--- src/rtl/sea_consts.svh ---
// constants of the serial eeprom autoload/access block: offsets, fields, resets, divisors
// assumes inclusion by bare name from the package and the top module
`ifndef SEA_CONSTS_SVH
`define SEA_CONSTS_SVH
`define SEA_OFF_ISTAT 32'h0000_0000
`define SEA_OFF_IMASK 32'h0000_0004
`define SEA_OFF_CTRL 32'h0000_0070
`define SEA_CTRL_RST 32'h0000_0080
`define SEA_CTRL_RW_MASK 32'hffff_fef2
`define SEA_CTRL_START_BIT 0
`define SEA_CTRL_WR_BIT 1
`define SEA_DIV0 13'h1000
`define SEA_DIV1 13'h0800
`define SEA_DIV2 13'h0400
`define SEA_DIV3 13'h0080
`define SEA_FAST_SHIFT 3
`define SEA_DEV_ADDR 7'h50
`define SEA_AL_WORDS 8
`define SEA_IRQ_CYC 0
`define SEA_IRQ_ERR 1
`define SEA_IRQ_AL 2
`define SEA_IRQ_W 3
`define SEA_RESP_OKAY 2'h0
`define SEA_RESP_SLVERR 2'h2
`endif

--- src/rtl/sea_pkg.sv ---
// types of the serial eeprom autoload/access block
// assumes sea_consts.svh on the include path
`include "sea_consts.svh"
package sea_pkg;
  typedef struct packed {
    logic [15:0] data;
    logic [6:0] addr;
    logic al_busy;
    logic fast;
    logic al_dis;
    logic [1:0] clk_div;
    logic al_ok;
    logic err;
    logic wr;
    logic start;
  } sea_ctrl_t;
  typedef struct packed {
    logic valid;
    logic [6:0] idx;
    logic [15:0] data;
  } sea_cfg_t;
  typedef enum logic [3:0] {
    ST_IDLE, ST_START1, ST_CTRLW, ST_ADDR, ST_RSTART, ST_CTRLR,
    ST_RD_HI, ST_RD_LO, ST_WR_HI, ST_WR_LO, ST_STOP
  } sea_state_t;
endpackage

--- src/rtl/sea_top.sv ---
// serial eeprom autoload and single word access engine with an axi4-lite register slave
// assumes a two-wire eeprom with pull-up on the data line; eeprom clock is divided from aclk
`timescale 1ns/1ps
`default_nettype none
`include "sea_consts.svh"
// Function
// start bit 0 to 1 launches cycle; wr selects
// start bit self-clears when the cycle ends
// missing eeprom acknowledge sets error bit
// read-only bit flags successful autoload
// eeprom clock divided by selected divisor
// autoload runs unless disable bit is one
// fast bit makes autoload eight times faster
// in-progress bit high only during autoload
// word address taken from bits 15:9
// write cycle sends data bits 31:16
// read cycle returns word into data field
// software waits for idle before next change
module sea_top import sea_pkg::*; #(
  parameter int AW = 12,
  parameter logic [12:0] DIV0 = `SEA_DIV0,
  parameter logic [12:0] DIV1 = `SEA_DIV1,
  parameter logic [12:0] DIV2 = `SEA_DIV2,
  parameter logic [12:0] DIV3 = `SEA_DIV3,
  parameter int AL_WORDS = `SEA_AL_WORDS
) (
  input wire logic aclk,
  input wire logic aresetn,
  input wire logic [AW-1:0] s_axi_awaddr,
  input wire logic [2:0] s_axi_awprot,
  input wire logic s_axi_awvalid,
  output logic s_axi_awready,
  input wire logic [31:0] s_axi_wdata,
  input wire logic [3:0] s_axi_wstrb,
  input wire logic s_axi_wvalid,
  output logic s_axi_wready,
  output logic [1:0] s_axi_bresp,
  output logic s_axi_bvalid,
  input wire logic s_axi_bready,
  input wire logic [AW-1:0] s_axi_araddr,
  input wire logic [2:0] s_axi_arprot,
  input wire logic s_axi_arvalid,
  output logic s_axi_arready,
  output logic [31:0] s_axi_rdata,
  output logic [1:0] s_axi_rresp,
  output logic s_axi_rvalid,
  input wire logic s_axi_rready,
  output logic ee_scl,
  input wire logic ee_sda_i,
  output logic ee_sda_o,
  output logic ee_sda_oe_n,
  output sea_cfg_t cfg_word,
  output logic irq
);

  initial begin
    if (AW < 8 || AL_WORDS < 1 || AL_WORDS > 128 || DIV3 < 13'h0020 ||
        DIV0[4:0] != 5'h00 || DIV1[4:0] != 5'h00 || DIV2[4:0] != 5'h00 || DIV3[4:0] != 5'h00) begin
      $error("sea_top: unsupported parameter values");
    end
  end

  sea_ctrl_t ctrl_q;
  sea_state_t st_q, st_d;
  sea_cfg_t cfg_q;
  logic [`SEA_IRQ_W-1:0] istat_q, imask_q, ev;
  logic awready_q, wready_q, bvalid_q, arready_q, rvalid_q, irq_q;
  logic [1:0] bresp_q, rresp_q;
  logic [31:0] rdata_q, wdata_q, rd_mux, wmerge;
  logic [3:0] wstrb_q;
  logic [AW-1:0] awaddr_q;
  logic [1:0] ph_q;
  logic [3:0] bit_q;
  logic [12:0] qcnt_q, qdiv, base;
  logic [7:0] sh_q, sh_d;
  logic [15:0] rx_q;
  logic [6:0] al_idx_q, word_addr;
  logic abort_q, al_pend_q, scl_q, sda_oe_n_q, sda_o_q;
  logic s1_q, s2_q, s3_q, sda_q;
  logic wr_fire, wr_ctrl, sw_go, al_begin, launch, tick, unit_done, is_rx, is_byte;
  logic ack_miss, fin, sw_fin, al_fin, last_word, rd_mode;

  // axi write: address and data taken independently, response after both
  assign wr_fire = !awready_q && !wready_q && !bvalid_q;
  assign wr_ctrl = wr_fire && (32'({awaddr_q[AW-1:2], 2'b00}) == `SEA_OFF_CTRL);
  always_ff @(posedge aclk) begin
    if (!aresetn) begin
      awready_q <= 1'b1;
      wready_q <= 1'b1;
      bvalid_q <= 1'b0;
      bresp_q <= `SEA_RESP_OKAY;
      awaddr_q <= '0;
      wdata_q <= 32'h0000_0000;
      wstrb_q <= 4'h0;
    end else begin
      if (s_axi_awvalid && awready_q) begin
        awaddr_q <= s_axi_awaddr;
        awready_q <= 1'b0;
      end
      if (s_axi_wvalid && wready_q) begin
        wdata_q <= s_axi_wdata;
        wstrb_q <= s_axi_wstrb;
        wready_q <= 1'b0;
      end
      if (wr_fire) begin
        bvalid_q <= 1'b1;
        case (32'({awaddr_q[AW-1:2], 2'b00}))
          `SEA_OFF_CTRL, `SEA_OFF_ISTAT, `SEA_OFF_IMASK: bresp_q <= `SEA_RESP_OKAY;
          default: bresp_q <= `SEA_RESP_SLVERR;
        endcase
      end
      if (bvalid_q && s_axi_bready) begin
        bvalid_q <= 1'b0;
        awready_q <= 1'b1;
        wready_q <= 1'b1;
      end
    end
  end

  // axi read: one outstanding, unmapped reads answer slverr with zero data
  always_comb begin
    rd_mux = 32'h0000_0000;
    case (32'({s_axi_araddr[AW-1:2], 2'b00}))
      `SEA_OFF_CTRL: rd_mux = 32'(ctrl_q);
      `SEA_OFF_ISTAT: rd_mux = 32'(istat_q);
      `SEA_OFF_IMASK: rd_mux = 32'(imask_q);
      default: rd_mux = 32'h0000_0000;
    endcase
  end
  always_ff @(posedge aclk) begin
    if (!aresetn) begin
      arready_q <= 1'b1;
      rvalid_q <= 1'b0;
      rdata_q <= 32'h0000_0000;
      rresp_q <= `SEA_RESP_OKAY;
    end else if (s_axi_arvalid && arready_q) begin
      arready_q <= 1'b0;
      rvalid_q <= 1'b1;
      rdata_q <= rd_mux;
      case (32'({s_axi_araddr[AW-1:2], 2'b00}))
        `SEA_OFF_CTRL, `SEA_OFF_ISTAT, `SEA_OFF_IMASK: rresp_q <= `SEA_RESP_OKAY;
        default: rresp_q <= `SEA_RESP_SLVERR;
      endcase
    end else if (rvalid_q && s_axi_rready) begin
      rvalid_q <= 1'b0;
      arready_q <= 1'b1;
    end
  end

  // byte-lane merge of a control write; read-only bits are masked off below
  always_comb begin
    wmerge = 32'(ctrl_q);
    for (int i = 0; i < 4; i++) begin
      if (wstrb_q[i]) begin
        wmerge[8*i +: 8] = wdata_q[8*i +: 8];
      end
    end
  end

  // start only from idle; a second 1 while running is ignored
  assign sw_go = wr_ctrl && wstrb_q[0] && wdata_q[`SEA_CTRL_START_BIT] && !ctrl_q.start &&
                 !ctrl_q.al_busy && !al_pend_q;
  assign al_begin = (st_q == ST_IDLE) && al_pend_q && !ctrl_q.al_dis;
  assign launch = sw_go || al_begin;

  // control/status register; hardware updates come last so they win over software
  always_ff @(posedge aclk) begin
    if (!aresetn) begin
      ctrl_q <= sea_ctrl_t'(`SEA_CTRL_RST);
    end else begin
      if (wr_ctrl) begin
        ctrl_q <= sea_ctrl_t'((32'(ctrl_q) & ~`SEA_CTRL_RW_MASK) | (wmerge & `SEA_CTRL_RW_MASK));
      end
      if (sw_go) begin
        ctrl_q.start <= 1'b1;
        ctrl_q.err <= 1'b0;
      end
      if (al_begin) begin
        ctrl_q.al_busy <= 1'b1;
        ctrl_q.err <= 1'b0;
      end
      if (ack_miss) begin
        ctrl_q.err <= 1'b1;
      end
      if (sw_fin) begin
        ctrl_q.start <= 1'b0;
        if (rd_mode && !abort_q) begin
          ctrl_q.data <= rx_q;
        end
      end
      if (al_fin) begin
        ctrl_q.al_busy <= 1'b0;
        ctrl_q.al_ok <= !abort_q;
      end
    end
  end

  // interrupt status, write one to clear, a new event wins over the clear
  assign ev = {al_fin, ack_miss, sw_fin};
  always_ff @(posedge aclk) begin
    if (!aresetn) begin
      istat_q <= '0;
      imask_q <= '0;
      irq_q <= 1'b0;
    end else begin
      if (wr_fire && 32'({awaddr_q[AW-1:2], 2'b00}) == `SEA_OFF_IMASK && wstrb_q[0]) begin
        imask_q <= wdata_q[`SEA_IRQ_W-1:0];
      end
      if (wr_fire && 32'({awaddr_q[AW-1:2], 2'b00}) == `SEA_OFF_ISTAT && wstrb_q[0]) begin
        istat_q <= (istat_q & ~wdata_q[`SEA_IRQ_W-1:0]) | ev;
      end else begin
        istat_q <= istat_q | ev;
      end
      irq_q <= |(istat_q & imask_q);
    end
  end

  // quarter-bit rate; autoload may run eight times faster
  always_comb begin
    case (ctrl_q.clk_div)
      2'b00: base = DIV0;
      2'b01: base = DIV1;
      2'b10: base = DIV2;
      default: base = DIV3;
    endcase
    qdiv = base >> 2;
    if (ctrl_q.al_busy && ctrl_q.fast) begin
      qdiv = base >> (2 + `SEA_FAST_SHIFT);
    end
  end

  assign tick = (st_q != ST_IDLE) && (qcnt_q == qdiv - 13'h0001);
  assign is_rx = (st_q == ST_RD_HI) || (st_q == ST_RD_LO);
  assign is_byte = !(st_q == ST_IDLE || st_q == ST_START1 || st_q == ST_RSTART || st_q == ST_STOP);
  assign unit_done = tick && (ph_q == 2'h3) && (!is_byte || bit_q == 4'h8);
  assign ack_miss = tick && (ph_q == 2'h2) && is_byte && !is_rx && bit_q == 4'h8 && sda_q;
  assign fin = unit_done && (st_q == ST_STOP);
  assign last_word = 32'(al_idx_q) == AL_WORDS - 1;
  assign sw_fin = fin && !ctrl_q.al_busy;
  assign al_fin = fin && ctrl_q.al_busy && (abort_q || last_word);
  assign rd_mode = ctrl_q.al_busy || !ctrl_q.wr;
  // fields are sampled live, so they must stay put while a cycle runs
  assign word_addr = ctrl_q.al_busy ? al_idx_q : ctrl_q.addr;

  always_comb begin
    st_d = st_q;
    sh_d = sh_q;
    case (st_q)
      ST_START1: begin
        st_d = ST_CTRLW;
        sh_d = {`SEA_DEV_ADDR, 1'b0};
      end
      ST_CTRLW: begin
        st_d = ST_ADDR;
        sh_d = {word_addr, 1'b0};
      end
      ST_ADDR: begin
        st_d = rd_mode ? ST_RSTART : ST_WR_HI;
        sh_d = ctrl_q.data[15:8];
      end
      ST_RSTART: begin
        st_d = ST_CTRLR;
        sh_d = {`SEA_DEV_ADDR, 1'b1};
      end
      ST_CTRLR: st_d = ST_RD_HI;
      ST_RD_HI: st_d = ST_RD_LO;
      ST_RD_LO: st_d = ST_STOP;
      ST_WR_HI: begin
        st_d = ST_WR_LO;
        sh_d = ctrl_q.data[7:0];
      end
      ST_WR_LO: st_d = ST_STOP;
      ST_STOP: st_d = (ctrl_q.al_busy && !abort_q && !last_word) ? ST_START1 : ST_IDLE;
      default: st_d = ST_IDLE;
    endcase
    if (abort_q && st_q != ST_STOP) begin
      st_d = ST_STOP;
    end
  end

  // data line input: three flops, accepted once the last two agree
  always_ff @(posedge aclk) begin
    if (!aresetn) begin
      s1_q <= 1'b1;
      s2_q <= 1'b1;
      s3_q <= 1'b1;
      sda_q <= 1'b1;
    end else begin
      s1_q <= ee_sda_i;
      s2_q <= s1_q;
      s3_q <= s2_q;
      if (s2_q == s3_q) begin
        sda_q <= s3_q;
      end
    end
  end

  // serial engine: each bit is four quarters, clock high in quarters 2 and 3
  always_ff @(posedge aclk) begin
    if (!aresetn) begin
      st_q <= ST_IDLE;
      ph_q <= 2'h0;
      bit_q <= 4'h0;
      qcnt_q <= 13'h0000;
      sh_q <= 8'h00;
      rx_q <= 16'h0000;
      abort_q <= 1'b0;
      al_pend_q <= 1'b1;
      al_idx_q <= 7'h00;
      scl_q <= 1'b1;
      sda_oe_n_q <= 1'b1;
      sda_o_q <= 1'b0;
      cfg_q <= '0;
    end else begin
      cfg_q.valid <= 1'b0;
      if (st_q == ST_IDLE) begin
        al_pend_q <= 1'b0;
        qcnt_q <= 13'h0000;
        ph_q <= 2'h0;
      end else begin
        qcnt_q <= tick ? 13'h0000 : qcnt_q + 13'h0001;
      end
      if (launch) begin
        st_q <= ST_START1;
        abort_q <= 1'b0;
        al_idx_q <= 7'h00;
        bit_q <= 4'h0;
      end else if (tick) begin
        ph_q <= ph_q + 2'h1;
        case (ph_q)
          2'h0: begin
            scl_q <= 1'b0;
            if (st_q == ST_STOP) begin
              sda_oe_n_q <= 1'b0;
            end else if (!is_byte) begin
              sda_oe_n_q <= 1'b1;
            end else if (bit_q == 4'h8) begin
              sda_oe_n_q <= !(st_q == ST_RD_HI);
            end else begin
              sda_oe_n_q <= is_rx ? 1'b1 : sh_q[7];
            end
          end
          2'h1: scl_q <= 1'b1;
          2'h2: begin
            if (st_q == ST_START1 || st_q == ST_RSTART) begin
              sda_oe_n_q <= 1'b0;
            end else if (st_q == ST_STOP) begin
              sda_oe_n_q <= 1'b1;
            end else if (is_rx && bit_q != 4'h8) begin
              rx_q <= {rx_q[14:0], sda_q};
            end
            if (ack_miss) begin
              abort_q <= 1'b1;
            end
          end
          default: begin
            scl_q <= (st_q == ST_STOP);
            if (is_byte && bit_q != 4'h8) begin
              sh_q <= {sh_q[6:0], 1'b0};
              bit_q <= bit_q + 4'h1;
            end
            if (unit_done) begin
              st_q <= st_d;
              sh_q <= sh_d;
              bit_q <= 4'h0;
              if (fin && ctrl_q.al_busy) begin
                cfg_q.valid <= !abort_q;
                cfg_q.idx <= al_idx_q;
                cfg_q.data <= rx_q;
                al_idx_q <= al_idx_q + 7'h01;
              end
            end
          end
        endcase
      end
    end
  end

  assign s_axi_awready = awready_q;
  assign s_axi_wready = wready_q;
  assign s_axi_bvalid = bvalid_q;
  assign s_axi_bresp = bresp_q;
  assign s_axi_arready = arready_q;
  assign s_axi_rvalid = rvalid_q;
  assign s_axi_rdata = rdata_q;
  assign s_axi_rresp = rresp_q;
  assign ee_scl = scl_q;
  assign ee_sda_o = sda_o_q;
  assign ee_sda_oe_n = sda_oe_n_q;
  assign cfg_word = cfg_q;
  assign irq = irq_q;
endmodule
`default_nettype wire

--- config.mk ---
export PLATFORM = sky130hd
export DESIGN_NAME = sea_top
export DESIGN_NICKNAME = d
export VERILOG_FILES = /design/src/rtl/sea_pkg.sv /design/src/rtl/sea_top.sv
export VERILOG_INCLUDE_DIRS = /design/src /design/src/rtl
export SDC_FILE = /design/constraint.sdc
export NUM_CORES = 1
export LEC_CHECK = 0
export BUFFER_PORTS_ARGS = -buffer_cell sky130_fd_sc_hd__buf_2
export CAP_MARGIN = 10
export CORE_MARGIN = 2
export CORE_UTILIZATION = 51
export CTS_CLUSTER_DIAMETER = 60
export CTS_CLUSTER_SIZE = 20
export DETAILED_ROUTE_END_ITERATION = 10
export PLACE_DENSITY_LB_ADDON = 0.15
export SYNTH_ARGS = -nofsm -noshare
export SYNTH_HDL_FRONTEND = slang
export SYNTH_SLANG_ARGS = --single-unit
export TNS_END_PERCENT = 10
--- constraint.sdc ---
create_clock -name aclk -period 2.9 [get_ports aclk]
set_clock_uncertainty 0.2 [all_clocks]
set_input_delay 0.145 -clock aclk [delete_from_list [all_inputs] [get_ports aclk]]
set_output_delay 0.145 -clock aclk [all_outputs]
set_load 0.05 [all_outputs]
==> qor.yml <==
ys_seq_area_share_pct: 44.8
p_per_area_nw_per_um2: 486
pwr-share-comb_pct: 8.3
cts.reportedPaths.clkPinSlew_ns: 0.08
layout-drive-gt1-share_pct: 20.7
ys.flop_type: "dfxtp_1"
synth-xor-area-share_pct: 1.70
syn_area_sq_um: 9300
post-dp-hpwl_um: 17200
stdcell_area_sq_um: 11500
ant_nets: 0
cts.path.max_buffers: 3
diodes: 0
cts-htree-levels: 1
numCtsBuffers: 16
slew_violations: 0
initial_core_util_pct: 51.9
syn_area_per_cell_sq_um: 8.39
num_rows: 49
drc: 0
wl_per_cell_um: 17.2
grt_pass1_wl_um: 40800
synth_top_family_by_area: "simple AND/OR/NAND/NOR gates"
grt_max_degree: 91
cts_tree: "yes"
fp.dieH_um: 139
maxSlewHeadroom_pct: 36.5
synth_edf_count: 0
synthMuxAreaShare_pct: 9.50
status: "finished clean"
fin_crit_sh_pct: 99.6
pre_cts_slack_ns: -0.175
drt_iter0_markers: 607
place.gp.congestion: 0.905
synthToLayoutAreaGrowth_pct: 23.3
power_frac_seq_pct: 52.8
ys_seq_elements: 208
switching_share_pct: 24.9
fp.dieW_um: 139
period_minus_slack_ns: 2.89
r2r_slack_ns: 0.01
tightest_slew_ns: 0.953
drt-total-wl_um: 26000
endpoint_kind: "flip-flop"
final.fill_count: 1581
crit_type: "reg2reg"
synth-warning-count: 0
setup_viol_count_final: 0
p_switching_w: 0.00139
dr.pass1.iters: 7
cts_sinks: 208
syn_inst: 1108
hold_violations: 0
drv_cap: 0
crit_required_ns: 3.07
grt_pass1_vias: 8063
final_nets: 1359
ios: 143
ctsRootBufferMaster: "clkbuf_16"
placed_area_sq_um: 10200
ys_types: 75
fin_ws_ns: 0.0102
vias: 8614
worstHoldPathType: "in2reg"
yosys.area_share.adder_pct: 1.21
fmax_ghz: 0.346
synth-async-reset-ratio_pct: 0
clkLatencyLatePin_ns: 0.50
p_leak_nw: 4.67
die-area_sq_um: 19300
core_area_sq_um: 17900
rsz0062_at_grt: "true"
peakVddDrop_mv: 0.462
grt_usage_pct: 25.2
synth_compound_area_share_pct: 14.5
numPortBuffers: 127
worst_ep_arrival_time_ns: 3.06
overflow: 0
clock_power_share_pct: 39.0
antenna_found_initial: 0
cp_max_fo: 6
vias_per_cell: 5.70
internal_power_w: 0.00419
start_kind: "flip-flop"
synth_simple_gate_area_share_pct: 23.6
metrics by stage:
stage / hold slack, ns / instances / total power (W) / util [%] / setup TNS (ns)
3_5_place_dp: 0.130 / 1425 / 0.00340 / 57.0 / -0.181
3_3_place_gp: 0.127 / 1425 / 0.00339 / 57.0 / -0.214
5_1_grt: 0.0462 / 1512 / 0.00575 / 64.0 / -1.41
4_1_cts: 0.0160 / 1504 / 0.00560 / 62.9 / 0
2_1_floorplan: 0.0454 / 1110 / 0.00326 / - / 0
6_report: 0.0259 / 1512 / 0.00558 / 64.0 / 0
cells in the mapped netlist (all sizes together) (2+ instances only):
cell,number,area [sq um]
a211o,2,17.5
a221oi,2,17.5
o2111ai,4,35.0
xnor2,12,105
nand4b,5,43.8
a31oi,6,37.5
mux2,26,293
nand2b,9,56.3
o31ai,4,30.0
nor2,66,248
a211oi,6,57.6
nand3,61,310
or4b,2,23.8
nor4bb,2,20.0
o22a,2,17.5
or3,6,37.5
a21oi,133,666
or4,8,63.8
o211ai,13,108
nand3b,4,30.0
nor4,10,90.1
and2,8,50.1
xor2,6,52.6
nand4,5,52.6
ha,9,113
nor3,49,245
mux2i,59,591
and3,5,31.3
inv,18,67.6
a311oi,2,17.5
nor2b,2,12.5
o21ai,33,165
o22ai,4,25.0
clkbuf,53,200
dfxtp,208,4160
or2,8,50.1
nor3b,4,30.0
buf,28,165
a22oi,6,45.0
nand2,201,757
area by class of cell:
cell class / instances / area [sq um] / area share, %
Clock inverter: 6 / 58.8 / 0.513
Clock buffer: 19 / 442 / 3.85
Multi-Input combinational cell: 803 / 4830 / 42.1
Timing Repair Buffer: 229 / 1620 / 14.1
Sequential cell: 208 / 4170 / 36.3
Tap cell: 229 / 287 / 2.50
Inverter: 18 / 68.8 / 0.600
cells by family after synthesis:
family / Yosys count
fa+ha+maj: 9
other cells: 1
simple gates: 460
flops: 208
compound gates: 228
buf+inv: 99
xor+xnor: 18
mux: 85
final timing paths:
path              from  cells past startpoint      endpoint
max          ctrl_q[8]                     11   al_idx_q[5]
min            aresetn                      5  cfg_word[23]
max reg2reg  ctrl_q[8]                     11   al_idx_q[5]
min reg2reg       s1_q                      1          s2_q
power groups by stage:
| stage | registers (W) | clock network (W) | logic (W) |
|---|---|---|---|
| 2_1_floorplan | 0.00303 | 0 | 0.000230 |
| 3_3_place_gp | 0.00301 | 0 | 0.000385 |
| 3_5_place_dp | 0.00301 | 0 | 0.000389 |
| 4_1_cts | 0.00294 | 0.00221 | 0.000447 |
| 5_1_grt | 0.00295 | 0.00230 | 0.000499 |
| 6_report | 0.00294 | 0.00217 | 0.000461 |
layout by cell type, fill, tap and decap left out, types with 40 or more instances in the layout:
master / instances
nand3_1: 59
buf_2: 127
a21oi_1: 132
nor2_1: 65
nor3_1: 49
dlygate4sd3_1: 54
mux2i_1: 58
dfxtp_1: 206
nand2_1: 199
buf_4: 40
flip-flops by register name, summed over array words and instances (netlist names), 2 cells and up:
name         cells
ctrl_q          32
s_axi_rdata     32
wdata_q         30
cfg_word        24
rx_q            16
qcnt_q          13
awaddr_q        10
sh_q             8
al_idx_q         7
bit_q            4
st_q             4
wstrb_q          4
imask_q          3
istat_q          3
ph_q             2
worst max-delay path: stages (launching register included):
cell	delay (ns)
dfxtp_2	0.34
nand2_2	0.05
xnor2_1	0.14
nand2_1	0.08
ha_1	0.28
nor3b_1	0.36
nor4_4	0.09
o31ai_2	0.10
buf_4	0.19
o21ai_1	0.10
or4_1	0.53
mux2_2	0.30
layer usage:
layer	track usage, %	up-vias	share of wire (%)
met5	0	-	0
met4	6.54	0	2.5
met3	3.28	45	4.6
met2	43.3	260	48
met1	33.6	4108	45
li1	-	4201	-
repair_timing:
item,in CTS,in global routing
buffers inserted,0,7
cloned,0,1
setup endpoints to repair,3,95
resized for setup,4,23
hold endpoints to repair,54,0
hold buffers,54,0
pin swaps,0,13
(Power assumes the default switching activity.)
